File: src/hdl/occ_defs.svh
// Purpose: offsets, field positions, reset values and counts of the clock controller
// Assumes: included by its bare name
`ifndef OCC_DEFS_SVH
`define OCC_DEFS_SVH
`define OCC_OFS_OSC 12'h000
`define OCC_OFS_DIV 12'h004
`define OCC_OFS_FBD 12'h008
`define OCC_OFS_TUN 12'h00C
`define OCC_ACT_LSB 12
`define OCC_REQ_LSB 8
`define OCC_LOCKEN_BIT 7
`define OCC_PLLOK_BIT 5
`define OCC_CF_BIT 3
`define OCC_LPEN_BIT 1
`define OCC_SWREQ_BIT 0
`define OCC_ROI_BIT 15
`define OCC_DOZE_LSB 12
`define OCC_RATIO_REDUCE_ENABLE_BIT 11
`define OCC_RC_POSTSCALE_SEL_LSB 8
`define OCC_POST_LSB 6
`define OCC_PRE_LSB 0
`define OCC_RST_SRC 3'h7
`define OCC_RST_DOZE 3'h3
`define OCC_RST_RC_POSTSCALE_SEL 3'h0
`define OCC_RST_POST 2'h1
`define OCC_RST_PRE 5'h00
`define OCC_RST_FBD 9'h030
`define OCC_RST_TUN 6'h00
`define OCC_SWITCH_TICKS 4'hA
`define OCC_FRC16_CODE 3'h4
`endif

File: src/hdl/occ_pkg.sv
// Purpose: types of the clock controller
// Assumes: nothing
// Notes: used by occ_clock_ctrl
package occ_pkg;
  typedef enum logic [2:0] {
    SW_IDLE = 3'b001,
    SW_LOCK = 3'b010,
    SW_SETTLE = 3'b100
  } occ_sw_e;
  typedef enum logic [2:0] {
    SRC_FRC = 3'b000,
    SRC_FRC_PLL = 3'b001,
    SRC_PRI = 3'b010,
    SRC_PRI_PLL = 3'b011,
    SRC_SEC = 3'b100,
    SRC_SLOW_INTERNAL_RC = 3'b101,
    SRC_FRC_D16 = 3'b110,
    SRC_FRC_DN = 3'b111
  } occ_src_e;
endpackage : occ_pkg
File: src/hdl/occ_clock_ctrl.sv
// Purpose: oscillator select, PLL factor and clock ratio control behind AHB-Lite
// Assumes: clock sources arrive as one-cycle ticks on hclk; straps stable from logic
// Notes: zero-wait slave, always OKAY
`timescale 1ns/1ps
`include "occ_defs.svh"
module occ_clock_ctrl (
  // clock, reset, enable
  input wire logic hclk,
  input wire logic hresetn,
  input wire logic ce,
  // ahb-lite slave
  input wire logic hsel,
  input wire logic [31:0] haddr,
  input wire logic [1:0] htrans,
  input wire logic hwrite,
  input wire logic [2:0] hsize,
  input wire logic [31:0] hwdata,
  input wire logic hready,
  output logic hreadyout,
  output logic hresp,
  output logic [31:0] hrdata,
  // configuration straps
  input wire logic [2:0] initial_source_cfg,
  input wire logic [1:0] primary_submode_cfg,
  input wire logic monitor_cfg_low,
  input wire logic failsafe_monitor_en,
  // source ticks
  input wire logic frc_tick,
  input wire logic prim_tick,
  input wire logic sec_tick,
  input wire logic slow_internal_rc_tick,
  input wire logic pll_tick,
  // asynchronous status from analog parts
  input wire logic pll_locked,
  input wire logic clock_fail,
  // interrupt event from the controller
  input wire logic irq_event,
  // pll and oscillator control
  output logic pll_enable,
  output logic pll_from_primary,
  output logic [5:0] pll_n1,
  output logic [9:0] pll_m,
  output logic [3:0] pll_n2,
  output logic low_power_osc_enable,
  output logic [5:0] rc_trim,
  output logic [1:0] primary_mode,
  output logic [2:0] active_source,
  // derived clock ticks
  output logic fosc_tick,
  output logic cy_tick,
  output logic cpu_tick
);

////////////////////////////////////////////////////////////////////////////////
// register state

  logic [2:0] act_src_r, act_src_nxt;
  logic [2:0] req_src_r, req_src_nxt;
  logic lock_en_r, lock_en_nxt;
  logic cf_r, cf_nxt;
  logic lpen_r, lpen_nxt;
  logic swreq_r, swreq_nxt;
  logic roi_r, roi_nxt;
  logic [2:0] doze_r, doze_nxt;
  logic ratio_reduce_enable_r, ratio_reduce_enable_nxt;
  logic [2:0] rc_postscale_sel_r, rc_postscale_sel_nxt;
  logic [1:0] post_r, post_nxt;
  logic [4:0] pre_r, pre_nxt;
  logic [8:0] fbd_r, fbd_nxt;
  logic [5:0] tun_r, tun_nxt;
  logic [1:0] submode_r;
  logic cfg_done_r;
  occ_pkg::occ_sw_e sw_st_r, sw_st_nxt;
  logic [3:0] settle_cnt_r, settle_cnt_nxt;

////////////////////////////////////////////////////////////////////////////////
// synchronisers for analog status

  logic lock_s1_r, lock_s2_r;
  logic fail_s1_r, fail_s2_r;

  always_ff @(posedge hclk or negedge hresetn) begin
    if (!hresetn) begin
      lock_s1_r <= 1'b0;
      lock_s2_r <= 1'b0;
      fail_s1_r <= 1'b0;
      fail_s2_r <= 1'b0;
    end else if (ce) begin
      lock_s1_r <= pll_locked;
      lock_s2_r <= lock_s1_r;
      fail_s1_r <= clock_fail;
      fail_s2_r <= fail_s1_r;
    end
  end

////////////////////////////////////////////////////////////////////////////////
// ahb-lite address phase capture

  logic [11:0] dp_addr_r;
  logic dp_write_r;
  logic [31:0] hrdata_r;
  wire addr_phase = hsel & hready & htrans[1];
  wire ap_read = addr_phase & ~hwrite;
  wire ap_write = addr_phase & hwrite;

  always_ff @(posedge hclk or negedge hresetn) begin
    if (!hresetn) begin
      dp_addr_r <= 12'h000;
      dp_write_r <= 1'b0;
    end else if (ce) begin
      dp_addr_r <= haddr[11:0];
      dp_write_r <= ap_write;
    end
  end

  // whole-word writes only; the low half carries the 16-bit register
  wire wr_osc = dp_write_r & (dp_addr_r == `OCC_OFS_OSC);
  wire wr_div = dp_write_r & (dp_addr_r == `OCC_OFS_DIV);
  wire wr_fbd = dp_write_r & (dp_addr_r == `OCC_OFS_FBD);
  wire wr_tun = dp_write_r & (dp_addr_r == `OCC_OFS_TUN);

////////////////////////////////////////////////////////////////////////////////
// read mux

  logic pll_ok;
  wire [15:0] rd_osc = {1'b0, act_src_r, 1'b0, req_src_r,
                        lock_en_r, 1'b0, pll_ok, 1'b0,
                        cf_r, 1'b0, lpen_r, swreq_r};
  wire [15:0] rd_div = {roi_r, doze_r, ratio_reduce_enable_r, rc_postscale_sel_r,
                        post_r, 1'b0, pre_r};
  wire [15:0] rd_fbd = {7'h00, fbd_r};
  wire [15:0] rd_tun = {10'h000, tun_r};
  wire [11:0] ap_addr = haddr[11:0];
  wire [15:0] rd_word = (ap_addr == `OCC_OFS_OSC) ? rd_osc :
                        (ap_addr == `OCC_OFS_DIV) ? rd_div :
                        (ap_addr == `OCC_OFS_FBD) ? rd_fbd :
                        (ap_addr == `OCC_OFS_TUN) ? rd_tun : 16'h0000;

  always_ff @(posedge hclk or negedge hresetn) begin
    if (!hresetn) begin
      hrdata_r <= 32'h0000_0000;
    end else if (ce && ap_read) begin
      hrdata_r <= {16'h0000, rd_word};
    end
  end

  assign hrdata = hrdata_r;
  assign hreadyout = 1'b1;
  assign hresp = 1'b0;

////////////////////////////////////////////////////////////////////////////////
// source decode helpers

  function automatic logic is_pll(input logic [2:0] code);
    is_pll = (code == occ_pkg::SRC_FRC_PLL) | (code == occ_pkg::SRC_PRI_PLL);
  endfunction : is_pll

  function automatic logic src_tick(input logic [2:0] code, input logic t_frc,
                                    input logic t_pri, input logic t_sec,
                                    input logic t_slow_internal_rc, input logic t_pll);
    unique case (code)
      occ_pkg::SRC_FRC_PLL, occ_pkg::SRC_PRI_PLL: src_tick = t_pll;
      occ_pkg::SRC_PRI: src_tick = t_pri;
      occ_pkg::SRC_SEC: src_tick = t_sec;
      occ_pkg::SRC_SLOW_INTERNAL_RC: src_tick = t_slow_internal_rc;
      default: src_tick = t_frc;
    endcase
  endfunction : src_tick

  wire cfg_locked = lock_en_r & monitor_cfg_low;
  wire switching = (sw_st_r != occ_pkg::SW_IDLE);
  wire pll_in_use = is_pll(act_src_r) | (switching & is_pll(req_src_r));
  assign pll_ok = pll_in_use & lock_s2_r;
  wire fail_event = failsafe_monitor_en & fail_s2_r;
  // settling counts raw ticks of the target; postscaling is not applied here
  wire new_tick = src_tick(req_src_r, frc_tick, prim_tick, sec_tick,
                           slow_internal_rc_tick, pll_tick);

////////////////////////////////////////////////////////////////////////////////
// oscillator control register and switch sequencer

  always_comb begin
    act_src_nxt = act_src_r;
    req_src_nxt = req_src_r;
    lock_en_nxt = lock_en_r;
    cf_nxt = cf_r;
    lpen_nxt = lpen_r;
    swreq_nxt = swreq_r;
    sw_st_nxt = sw_st_r;
    settle_cnt_nxt = settle_cnt_r;
    if (!cfg_done_r) begin
      act_src_nxt = initial_source_cfg;
      req_src_nxt = initial_source_cfg;
    end else begin
      if (wr_osc) begin
        lock_en_nxt = hwdata[`OCC_LOCKEN_BIT];
        lpen_nxt = hwdata[`OCC_LPEN_BIT];
        if (!cfg_locked) begin
          req_src_nxt = hwdata[`OCC_REQ_LSB +: 3];
          if (hwdata[`OCC_SWREQ_BIT]) begin
            swreq_nxt = 1'b1;
          end
        end
        if (!hwdata[`OCC_CF_BIT]) begin
          cf_nxt = 1'b0;
        end
      end
      unique case (sw_st_r)
        occ_pkg::SW_IDLE: begin
          if (swreq_r) begin
            if (req_src_r == act_src_r) begin
              swreq_nxt = 1'b0; // redundant switch, aborted
            end else begin
              cf_nxt = 1'b0;
              settle_cnt_nxt = 4'h0;
              sw_st_nxt = is_pll(req_src_r) ? occ_pkg::SW_LOCK : occ_pkg::SW_SETTLE;
            end
          end
        end
        occ_pkg::SW_LOCK: begin
          if (lock_s2_r) begin
            sw_st_nxt = occ_pkg::SW_SETTLE;
          end
        end
        occ_pkg::SW_SETTLE: begin
          if (new_tick) begin
            if (settle_cnt_r == `OCC_SWITCH_TICKS - 4'h1) begin
              act_src_nxt = req_src_r;
              swreq_nxt = 1'b0;
              sw_st_nxt = occ_pkg::SW_IDLE;
            end else begin
              settle_cnt_nxt = settle_cnt_r + 4'h1;
            end
          end
        end
      endcase
      // failure wins over any switch and over a clear in the same cycle
      if (fail_event) begin
        cf_nxt = 1'b1;
        act_src_nxt = is_pll(act_src_r) ? occ_pkg::SRC_FRC_PLL : occ_pkg::SRC_FRC;
        swreq_nxt = 1'b0;
        sw_st_nxt = occ_pkg::SW_IDLE;
      end
    end
  end

  always_ff @(posedge hclk or negedge hresetn) begin
    if (!hresetn) begin
      act_src_r <= `OCC_RST_SRC;
      req_src_r <= `OCC_RST_SRC;
      lock_en_r <= 1'b0;
      cf_r <= 1'b0;
      lpen_r <= 1'b0;
      swreq_r <= 1'b0;
      sw_st_r <= occ_pkg::SW_IDLE;
      settle_cnt_r <= 4'h0;
    end else if (ce) begin
      act_src_r <= act_src_nxt;
      req_src_r <= req_src_nxt;
      lock_en_r <= lock_en_nxt;
      cf_r <= cf_nxt;
      lpen_r <= lpen_nxt;
      swreq_r <= swreq_nxt;
      sw_st_r <= sw_st_nxt;
      settle_cnt_r <= settle_cnt_nxt;
    end
  end

  // source and submode straps are caught on the first enabled edge after reset release
  always_ff @(posedge hclk or negedge hresetn) begin
    if (!hresetn) begin
      cfg_done_r <= 1'b0;
      submode_r <= 2'h0;
    end else if (ce && !cfg_done_r) begin
      cfg_done_r <= 1'b1;
      submode_r <= primary_submode_cfg;
    end
  end

////////////////////////////////////////////////////////////////////////////////
// divisor, feedback and tuning registers

  always_comb begin
    roi_nxt = roi_r;
    doze_nxt = doze_r;
    ratio_reduce_enable_nxt = ratio_reduce_enable_r;
    rc_postscale_sel_nxt = rc_postscale_sel_r;
    post_nxt = post_r;
    pre_nxt = pre_r;
    fbd_nxt = fbd_r;
    tun_nxt = tun_r;
    if (wr_div) begin
      roi_nxt = hwdata[`OCC_ROI_BIT];
      doze_nxt = hwdata[`OCC_DOZE_LSB +: 3];
      ratio_reduce_enable_nxt = hwdata[`OCC_RATIO_REDUCE_ENABLE_BIT];
      if (!cfg_locked) begin
        rc_postscale_sel_nxt = hwdata[`OCC_RC_POSTSCALE_SEL_LSB +: 3];
        post_nxt = hwdata[`OCC_POST_LSB +: 2];
        pre_nxt = hwdata[`OCC_PRE_LSB +: 5];
      end
    end
    if (wr_fbd && !cfg_locked) begin
      fbd_nxt = hwdata[8:0];
    end
    if (wr_tun) begin
      tun_nxt = hwdata[5:0];
    end
    if (roi_r && irq_event) begin
      ratio_reduce_enable_nxt = 1'b0;
    end
  end

  always_ff @(posedge hclk or negedge hresetn) begin
    if (!hresetn) begin
      roi_r <= 1'b0;
      doze_r <= `OCC_RST_DOZE;
      ratio_reduce_enable_r <= 1'b0;
      rc_postscale_sel_r <= `OCC_RST_RC_POSTSCALE_SEL;
      post_r <= `OCC_RST_POST;
      pre_r <= `OCC_RST_PRE;
      fbd_r <= `OCC_RST_FBD;
      tun_r <= `OCC_RST_TUN;
    end else if (ce) begin
      roi_r <= roi_nxt;
      doze_r <= doze_nxt;
      ratio_reduce_enable_r <= ratio_reduce_enable_nxt;
      rc_postscale_sel_r <= rc_postscale_sel_nxt;
      post_r <= post_nxt;
      pre_r <= pre_nxt;
      fbd_r <= fbd_nxt;
      tun_r <= tun_nxt;
    end
  end

////////////////////////////////////////////////////////////////////////////////
// pll factors; the analog loop forms fin * m / (n1 * n2)

  wire [5:0] n1_val = {1'b0, pre_r} + 6'd2;
  wire [9:0] m_val = {1'b0, fbd_r} + 10'd2;
  // reserved post code falls back to the reset divide so the loop stays in range
  wire [3:0] n2_val = (post_r == 2'b00) ? 4'd2 :
                      (post_r == 2'b11) ? 4'd8 : 4'd4;

  logic [5:0] pll_n1_r;
  logic [9:0] pll_m_r;
  logic [3:0] pll_n2_r;
  logic pll_en_r;
  logic pll_pri_r;

  always_ff @(posedge hclk or negedge hresetn) begin
    if (!hresetn) begin
      pll_n1_r <= 6'd2;
      pll_m_r <= 10'd50;
      pll_n2_r <= 4'd4;
      pll_en_r <= 1'b0;
      pll_pri_r <= 1'b0;
    end else if (ce) begin
      pll_n1_r <= n1_val;
      pll_m_r <= m_val;
      pll_n2_r <= n2_val;
      // the strap decides the first cycle so a pll strap never starts with the loop off
      pll_en_r <= cfg_done_r ? pll_in_use : is_pll(initial_source_cfg);
      pll_pri_r <= is_pll(req_src_r) & switching ? req_src_r[1] : act_src_r[1];
    end
  end

////////////////////////////////////////////////////////////////////////////////
// rc postscaler and oscillator tick select

  logic [7:0] frc_cnt_r;
  // divide-by-16 mode uses the same counter with a fixed code
  wire [2:0] frc_code = (act_src_r == occ_pkg::SRC_FRC_D16) ? `OCC_FRC16_CODE : rc_postscale_sel_r;
  wire [7:0] frc_term = (frc_code == 3'h7) ? 8'hFF :
                        8'(8'h01 << frc_code) - 8'h01;
  wire frc_div_hit = frc_tick & (frc_cnt_r >= frc_term);

  always_ff @(posedge hclk or negedge hresetn) begin
    if (!hresetn) begin
      frc_cnt_r <= 8'h00;
    end else if (ce && frc_tick) begin
      frc_cnt_r <= frc_div_hit ? 8'h00 : frc_cnt_r + 8'h01;
    end
  end

  wire is_divided = (act_src_r == occ_pkg::SRC_FRC_D16) |
                    (act_src_r == occ_pkg::SRC_FRC_DN);
  wire fosc_sel = is_divided ? frc_div_hit :
                  src_tick(act_src_r, frc_tick, prim_tick, sec_tick,
                           slow_internal_rc_tick, pll_tick);

////////////////////////////////////////////////////////////////////////////////
// instruction and processor ticks

  logic fosc_tick_r;
  logic cy_ph_r;
  logic cy_tick_r;
  logic [6:0] doze_cnt_r;
  logic cpu_tick_r;
  wire cy_hit = fosc_sel & cy_ph_r;
  wire [6:0] doze_term = 7'(8'(8'h01 << doze_r) - 8'h01);
  wire doze_hit = ~ratio_reduce_enable_r | (doze_cnt_r >= doze_term);

  always_ff @(posedge hclk or negedge hresetn) begin
    if (!hresetn) begin
      fosc_tick_r <= 1'b0;
      cy_ph_r <= 1'b0;
      cy_tick_r <= 1'b0;
      doze_cnt_r <= 7'h00;
      cpu_tick_r <= 1'b0;
    end else if (ce) begin
      fosc_tick_r <= fosc_sel;
      if (fosc_sel) begin
        cy_ph_r <= ~cy_ph_r;
      end
      cy_tick_r <= cy_hit;
      cpu_tick_r <= cy_hit & doze_hit;
      if (cy_hit) begin
        doze_cnt_r <= doze_hit ? 7'h00 : doze_cnt_r + 7'h01;
      end
    end
  end

////////////////////////////////////////////////////////////////////////////////
// outputs

  assign pll_enable = pll_en_r;
  assign pll_from_primary = pll_pri_r;
  assign pll_n1 = pll_n1_r;
  assign pll_m = pll_m_r;
  assign pll_n2 = pll_n2_r;
  assign low_power_osc_enable = lpen_r;
  assign rc_trim = tun_r;
  assign primary_mode = submode_r;
  assign active_source = act_src_r;
  assign fosc_tick = fosc_tick_r;
  assign cy_tick = cy_tick_r;
  assign cpu_tick = cpu_tick_r;

endmodule : occ_clock_ctrl

File: config.mk
export PLATFORM = sky130hd
export DESIGN_NAME = occ_clock_ctrl
export DESIGN_NICKNAME = d
export VERILOG_FILES = /design/src/hdl/occ_pkg.sv /design/src/hdl/occ_clock_ctrl.sv
export VERILOG_INCLUDE_DIRS = /design/src /design/src/hdl
export SDC_FILE = /design/constraint.sdc
export NUM_CORES = 1
export LEC_CHECK = 0
export BUFFER_PORTS_ARGS = -buffer_cell sky130_fd_sc_hd__buf_2
export CAP_MARGIN = 25
export CORE_UTILIZATION = 30
export CTS_CLUSTER_DIAMETER = 30
export DETAILED_ROUTE_END_ITERATION = 16
export GPL_TIMING_DRIVEN = 0
export PLACE_DENSITY = 0.59
export SLEW_MARGIN = 20
export SYNTH_ARGS = -nofsm -noshare
export SYNTH_HDL_FRONTEND = slang
export SYNTH_SLANG_ARGS = --single-unit
File: constraint.sdc
create_clock -name hclk -period 3.1 [get_ports hclk]
set_input_delay 0.62 -clock hclk [delete_from_list [all_inputs] [get_ports hclk]]
set_output_delay 0.62 -clock hclk [all_outputs]
set_load 0.005 [all_outputs]
==> results.json, run 1 <==
{
  "die_h_um": 151.0,
  "final.fill_count": 2142,
  "hold_viol": 0,
  "critical_path.slowest_cell": "or4_4",
  "syn_to_final_growth_pct": 27.61,
  "overflow": 0,
  "period_share": 1.022,
  "synth_top_family_by_area": "simple AND/OR/NAND/NOR gates",
  "floorplan.initialDensity": 0.3052,
  "synth-main-ff-cell": "dfrtp_1",
  "synthAdderAreaFrac": 0.04508,
  "globalplace.congestion": 0.7837,
  "seq_area_frac_synth": 0.4653,
  "critPathCaptureType": "flop",
  "synth.area.mux_share": 0.1337,
  "timing.slew.headroom": 0.2976,
  "rows": 54,
  "port_buffers": 101,
  "cp.arrival_ns": 3.46,
  "via_per_inst": 4.908,
  "clock-skew-final_ns": 0.01279,
  "syn-mean-instance-area_um2": 10.52,
  "post-route-min-period_ns": 3.168,
  "async_flop_share": 1.000,
  "violations": "negative setup slack",
  "worst-path-buf-inv": 1,
  "power_leakage_uw": 0.003949,
  "p_per_area_mw_per_mm2": 527.8,
  "setup_slack_ns": -0.06795,
  "ant_nets": 0,
  "rsz0062_at_grt": "true",
  "synth_xor_area_frac": 0.01578,
  "synth_edf_count": 0,
  "antenna_found_initial": 1,
  "post-route-drc-count": 0,
  "finalPower_uw": 4487,
  "setup_viol": 5,
  "numCtsBuffers": 17,
  "synth_area_mm2": 0.006661,
  "cts_root_buf": "clkbuf_16",
  "synthDistinctLibCells": 66,
  "drive_above_1_share": 0.3853,
  "synthCells": 633,
  "r2r_end": "doze_cnt_r[5]$_DFFE_PN0P_",
  "worstSetupStartpointType": "flop",
  "clk-insertion-delay-late_ns": 0.42,
  "wl_per_cell_um": 16.99,
  "wl_mm": 18.40,
  "htreeDepth": 4,
  "cts.path.max_buffers": 2,
  "rr_worst_depth": 13,
  "worst_r2r_startpoint": "active_source[1]$_DFFE_PN1P_",
  "cts_sinks": 123,
  "cts_tree": "done",
  "crit_cells": 13,
  "finalCoreUtilization": 0.3895,
  "critical_path_class": "reg -> reg",
  "synth-compound-area-share": 0.1221,
  "fmax_mhz": 315.7,
  "path_delay_family": "simple AND/OR/NAND/NOR gates",
  "die_area_mm2": 0.02280,
  "min_path_type": "in -> async",
  "detailed_place_hpwl_mm": 13.35,
  "track_usage": 0.1677,
  "num_vias": 5315,
  "drv_slew": 0,
  "cts_hold_buf": 0,
  "crit_required_ns": 3.40,
  "die_w_um": 151.0,
  "worst_path_largest_cell_delay_ns": 0.43,
  "status": "finished, violations left",
  "clkTransAtPathRegs_ns": 0.06,
  "synthSimpleGateAreaFrac": 0.1668,
  "synth_warnings": 0,
  "drt_iter0_drc": 322,
  "critPathMaxFanout": 8,
  "max-vdd-ir-drop_v": 0.0003894,
  "grt_pass1_wl_mm": 28.81,
  "worstMarginPinSlew_ns": 1.044,
  "io_pins": 161,
  "fp.coreArea_mm2": 0.02182,
  "max_cap_violations": 0,
  "rrSetupSlack_ns": -0.07,
  "final_nets": 903,
  "crit_chain": "buf_8 > nand2_8 > nor2_4 > or4_4 > ha_4 > mux2_4 > o22ai_4 > ha_2 > o21ai_2 > a21o_1 > or3b_4 > and2_4 > a221o_1",
  "drtPass1Iterations": 5,
  "grt_pass1_vias": 5195,
  "grt_max_degree": 87,
  "ys_ff_latch": 123
}
-- metrics by stage --
stage / instances / worst slack, ns / area, um2 / TNS (ns) / hold WS [ns]
final: 1083 / -0.06795 / 8501 / -0.2858 / 0.08711
after global routing: 1082 / -0.1681 / 8498 / -1.101 / 0.1098
after CTS: 1069 / -0.08585 / 8334 / -0.3832 / 0.09327
after global placement: 1031 / -0.3655 / 7600 / -42.12 / 0.4583
after floorplan: 650 / -0.1121 / 6744 / -0.4794 / 0.3244
after detailed placement: 1032 / -0.3584 / 7637 / -4.183 / 0.4673
-- layer usage --
metal	up-vias	GRT usage	routed length (um)
li1	2558	-	-
met1	2599	0.2254	8462
met2	137	0.2688	8886
met3	21	0.03735	826
met4	0	0.04900	222
met5	-	0	0
-- power breakdown --
| part | switching, uW | internal [uW] | total [uW] |
|---|---|---|---|
| sequential | 106 | 1720 | 1830 |
| clock | 767 | 1130 | 1890 |
| combinational | 402 | 363 | 765 |
-- sequential cells by signal (all words and copies together), names as in the netlist, 4 cells and up --
name / count
frc_cnt_r: 8
pll_n1: 6
pre_r: 5
settle_cnt_r: 4
fbd_r: 9
pll_m: 10
rc_trim: 6
dp_addr_r: 12
hrdata: 16
doze_cnt_r: 7
-- cell usage in the layout (no fill, tap or decap), drive strengths merged, types with 4 or more instances in the layout --
cell      netlist  final
a22o            6      6
nor4b           5      5
ha             24     24
a31oi           7      7
a22oi          10     10
clkbuf         14     32
nor3b           8      8
o21a            4      4
a21o            4      4
dfstp          17     17
clkinvlp        0      4
nor2b          12     12
clkinv          0      6
nand2          65     65
mux2i           8      8
and2            6      6
or3b            4      4
xnor2           8      8
o21ai          40     40
inv            16     18
nand3          21     21
xor2            4      4
nand4           6      6
dfrtp         106    106
mux2           68     68
o31ai           6      6
and3           10     10
buf            31    151
nor4            5      5
o2bb2ai         4      4
nand2b          8      8
conb            2     19
a221o           4      4
nor3            9      9
a21oi          24     24
nor2           38     38
-- cells in the mapped netlist (all sizes together), types with 3 or more instances --
cell type	n	area (um2)
a21boi	3	22.52
a21o	4	31.28
a21oi	24	120.1
a221o	4	40.04
a22o	6	52.55
a22oi	10	75.07
a31oi	7	43.79
and2	6	37.54
and3	10	62.56
buf	31	221.5
clkbuf	14	52.55
dfrtp	106	2653
dfstp	17	446.7
ha	24	300.3
inv	16	60.06
mux2	68	765.7
mux2i	8	80.08
nand2	65	251.5
nand2b	8	50.05
nand3	21	110.1
nand4	6	37.54
nor2	38	142.6
nor2b	12	75.07
nor3	9	55.05
nor3b	8	65.06
nor4	5	37.53
nor4b	5	65.06
o21a	4	31.28
o21ai	40	200.2
o22ai	3	32.53
o2bb2ai	4	35.03
o31ai	6	45.04
or3	3	18.77
or3b	4	35.04
or4	3	22.52
xnor2	8	70.07
xor2	4	35.03
-- final cells by class --
type / count / area, um2 / share of cell area
Clock buffer: 19 / 442.9 / 0.05210
Inverter: 16 / 60.06 / 0.007065
Timing Repair Buffer: 122 / 696.9 / 0.08198
Sequential cell: 123 / 3102 / 0.3649
Tap cell: 280 / 350.3 / 0.04121
Clock inverter: 13 / 118.9 / 0.01398
Multi-Input combinational cell: 467 / 3462 / 0.4073
Buffer: 42 / 265.3 / 0.03120
Antenna cell: 1 / 2.502 / 0.0002944
-- kinds of logic after synthesis --
group           Yosys count
compound gates          124
xor+xnor                 12
fa+ha+maj                24
buf+inv                  61
flops                   123
mux                      78
other cells               2
simple gates            209
-- how the worst max path moves through the flow --
stage,startpoint,endpoint,slack (ns)
4_1_cts,active_source[0]$_DFFE_PN1P_,doze_cnt_r[4]$_DFFE_PN0P_,-0.09
2_1_floorplan,active_source[0]$_DFFE_PN1P_,doze_cnt_r[2]$_DFFE_PN0P_,-0.11
3_5_place_dp,active_source[0]$_DFFE_PN1P_,doze_cnt_r[2]$_DFFE_PN0P_,-0.36
3_3_place_gp,active_source[2]$_DFFE_PN1P_,frc_cnt_r[0]$_DFFE_PN0P_,-0.37
6_report,active_source[1]$_DFFE_PN1P_,doze_cnt_r[5]$_DFFE_PN0P_,-0.07
5_1_grt,active_source[1]$_DFFE_PN1P_,doze_cnt_r[3]$_DFFE_PN0P_,-0.17
-- repair_timing --
| action | 4_1_cts | 5_1_grt |
|---|---|---|
| gates cloned | 0 | 1 |
| resized for setup | 22 | 20 |
| setup endpoints to repair | 18 | 19 |
| pin swaps | 8 | 8 |
| buffers inserted | 8 | 13 |
Power figures use the tool's default switching activity.
==> run 2, diff against run 1 <==
Settings changed: ABC_AREA set to 1, PLACE_DENSITY 0.59 to 0.58.
==> results.json, run 2 <==
{
  "status": "finished, final reports clean",
  "cts_tree": "done",
  "drv_slew": 0,
  "fmax_mhz": 352.6,
  "async_flop_share": 1.000,
  "synth-main-ff-cell": "dfrtp_1",
  "final_nets": 1111,
  "power_leakage_uw": 0.004494,
  "yosysMostFrequentCell": "nand2_1",
  "worstMarginPinSlew_ns": 0.5631,
  "final_cell_mix": "nand2_1, dfrtp_1, buf_2",
  "grt_max_degree": 78,
  "crit_cells": 20,
  "clk-insertion-delay-late_ns": 0.42,
  "htreeDepth": 4,
  "synth_warnings": 0,
  "wl_per_cell_um": 14.47,
  "setup_viol": 0,
  "cts_sinks": 123,
  "num_vias": 5988,
  "syn-mean-instance-area_um2": 8.021,
  "detailed_place_hpwl_mm": 14.19,
  "cp.arrival_ns": 3.14,
  "period_share": 0.9148,
  "clkTransAtPathRegs_ns": 0.06,
  "rrSetupSlack_ns": 0.26,
  "overflow": 0,
  "fp.coreArea_mm2": 0.02257,
  "path_delay_family": "simple AND/OR/NAND/NOR gates",
  "port_buffers": 99,
  "synth_edf_count": 0,
  "grt_pass1_vias": 5757,
  "worst_path_largest_cell_delay_ns": 0.52,
  "final_cells": 1294,
  "syn_to_final_growth_pct": 23.93,
  "finalCoreUtilization": 0.3783,
  "ant_nets": 0,
  "numCtsBuffers": 17,
  "drive_above_1_share": 0.2428,
  "critical_path.slowest_cell": "dfstp_2",
  "antennaDiodeCount": 0,
  "drt_iter0_drc": 317,
  "track_usage": 0.1681,
  "synthTopCellsByArea": "dfrtp_1, nand2_1, dfstp_2",
  "min_path_type": "in -> async",
  "synthCells": 859,
  "max-vdd-ir-drop_v": 0.0004068,
  "cp-endpoint": "cpu_tick$_DFFE_PN0P_",
  "seq_area_frac_synth": 0.4498,
  "worstSetupStartpoint": "active_source[2]$_DFFE_PN1P_",
  "grt_pass1_wl_mm": 30.71,
  "rr_worst_depth": 20,
  "antenna_found_initial": 0,
  "globalplace.congestion": 0.8570,
  "clock-skew-final_ns": 0.009360,
  "critical_path_class": "reg -> reg",
  "synth_top_area_share": 0.3850,
  "tns_ns": 0,
  "drtPass1Iterations": 4,
  "die_w_um": 153.6,
  "dp.cells": 1261,
  "r2r_end": "cpu_tick$_DFFE_PN0P_",
  "crit_required_ns": 3.41,
  "cts.path.max_buffers": 2,
  "wl_mm": 18.72,
  "largest_reg_flops": 16,
  "final.fill_count": 2364,
  "synthDistinctLibCells": 52,
  "post-route-drc-count": 0,
  "cp_common_cell": "nand2_1",
  "yosys.area.top_type": "dfrtp_1",
  "io_pins": 161,
  "critPathMaxFanout": 10,
  "worst_r2r_startpoint": "active_source[2]$_DFFE_PN1P_",
  "p_per_area_mw_per_mm2": 590.7,
  "post-route-min-period_ns": 2.836,
  "die_h_um": 153.6,
  "fin_area_mm2": 0.008539,
  "finalPower_uw": 5044,
  "crit_chain": "buf_4 > nand2_2 > nor2_4 > nor2_2 > inv_2 > nor2_4 > nand2_1 > ha_4 > o21ai_0 > a22o_1 > inv_1 > ha_1 > nand2_1 > o21a_1 > nand2_1 > nand2_1 > nand2_2 > buf_6 > nand3_1 > nand2_1",
  "floorplan.initialDensity": 0.3053,
  "final_common_cell": "nand2_1",
  "rows": 55,
  "cts_hold_buf": 0,
  "max_cap_violations": 0,
  "hold_viol": 0,
  "timing.slew.headroom": 0.6246,
  "synth_area_mm2": 0.006890,
  "rsz0062_at_grt": "false",
  "worst-path-buf-inv": 4,
  "critPathCaptureType": "flop",
  "placed_area_mm2": 0.007844,
  "cts_root_buf": "clkbuf_16",
  "ys_ff_latch": 123,
  "die_area_mm2": 0.02358,
  "synthTopCellsByCount": "nand2_1, dfrtp_1, inv_1",
  "via_per_inst": 4.628,
  "worstSetupStartpointType": "flop"
}
run 2: cell count changes in the layout (fill, tap and decap cells not counted), sizes merged, moves of 9 or more:
cell,previous run,this run
buf,151,133
nor2b,12,0
a22oi,10,1
nand3,21,62
nand2,65,253
nand4,6,15
inv,18,111
o21ai,40,86
nor2,38,61
mux2,68,2
run 2: layout make-up:
type                            instances  area, um2  area share
Buffer                                 38      252.7     0.02960
Clock buffer                           18      439.2     0.05143
Clock inverter                         13      216.5     0.02535
Inverter                              110      415.4     0.04864
Multi-Input combinational cell        605       3212      0.3761
Sequential cell                       123       3099      0.3629
Tap cell                              285      356.6     0.04176
Timing Repair Buffer                  102      548.0     0.06418
run 2: timing repair:
action	CTS	global route
setup buffers	0	2
resized for setup	0	6
setup endpoints to repair	0	17
run 2: kinds of logic (layout without fill, tap and decap cells):
family,Yosys count,in the layout,share of synthesized area
buffers and inverters,148,281,0.09697
adders and majority gates,24,24,0.04358
AOI/OAI and AO/OA,128,128,0.1002
DFF,123,123,0.4498
xor gates and xnor gates,17,17,0.02161
muxes,2,2,0.003268
and+or+nand+nor,415,415,0.2835
other,2,19,0.001090
run 2: metrics by stage:
stage | hold WS [ns] | worst slack [ns]
floorplan | 0.3244 | 0.5017
global placement | 0.4538 | -0.3453
detailed placement | 0.4541 | 0.09119
CTS | 0.1092 | 0.05693
global route | 0.1183 | 0.002650
finish | 0.09829 | 0.2640
run 2: report_power, final:
group | switching, uW | leakage, uW | total (uW) | internal [uW]
Combinational | 578 | 0.00266 | 931 | 354
Sequential | 128 | 0.00152 | 1890 | 1760
Clock | 770 | 0.000309 | 2220 | 1450
run 2: how the worst min path moves through the flow:
stage | endpoint | slack [ns] | cells after the start
floorplan | cf_r$_DFFE_PN0P_ | 0.32 | 0
global placement | pll_n2[2]$_DFFE_PN1P_ | 0.45 | 2
detailed placement | pll_n2[1]$_DFFE_PN0P_ | 0.45 | 2
CTS | frc_cnt_r[3]$_DFFE_PN0P_ | 0.11 | 1
global route | frc_cnt_r[2]$_DFFE_PN0P_ | 0.12 | 1
finish | frc_cnt_r[2]$_DFFE_PN0P_ | 0.1 | 1
run 2: metal layers:
layer / track usage / vias up / share of wire
met1: 0.2300 / 2823 / 0.48
li1: - / 3014 / -
met3: 0.03382 / 13 / 0.045
met5: 0 / - / 0
met2: 0.2723 / 138 / 0.46
met4: 0.03952 / 0 / 0.0096
run 2: worst register-to-register path, delay by kind of cell (launching register included):
family	cells	cell delay [ns]
fa+ha+maj	2	0.37
compound gates	3	0.47
flops	1	0.52
buf+inv	4	0.44
simple gates	11	0.93
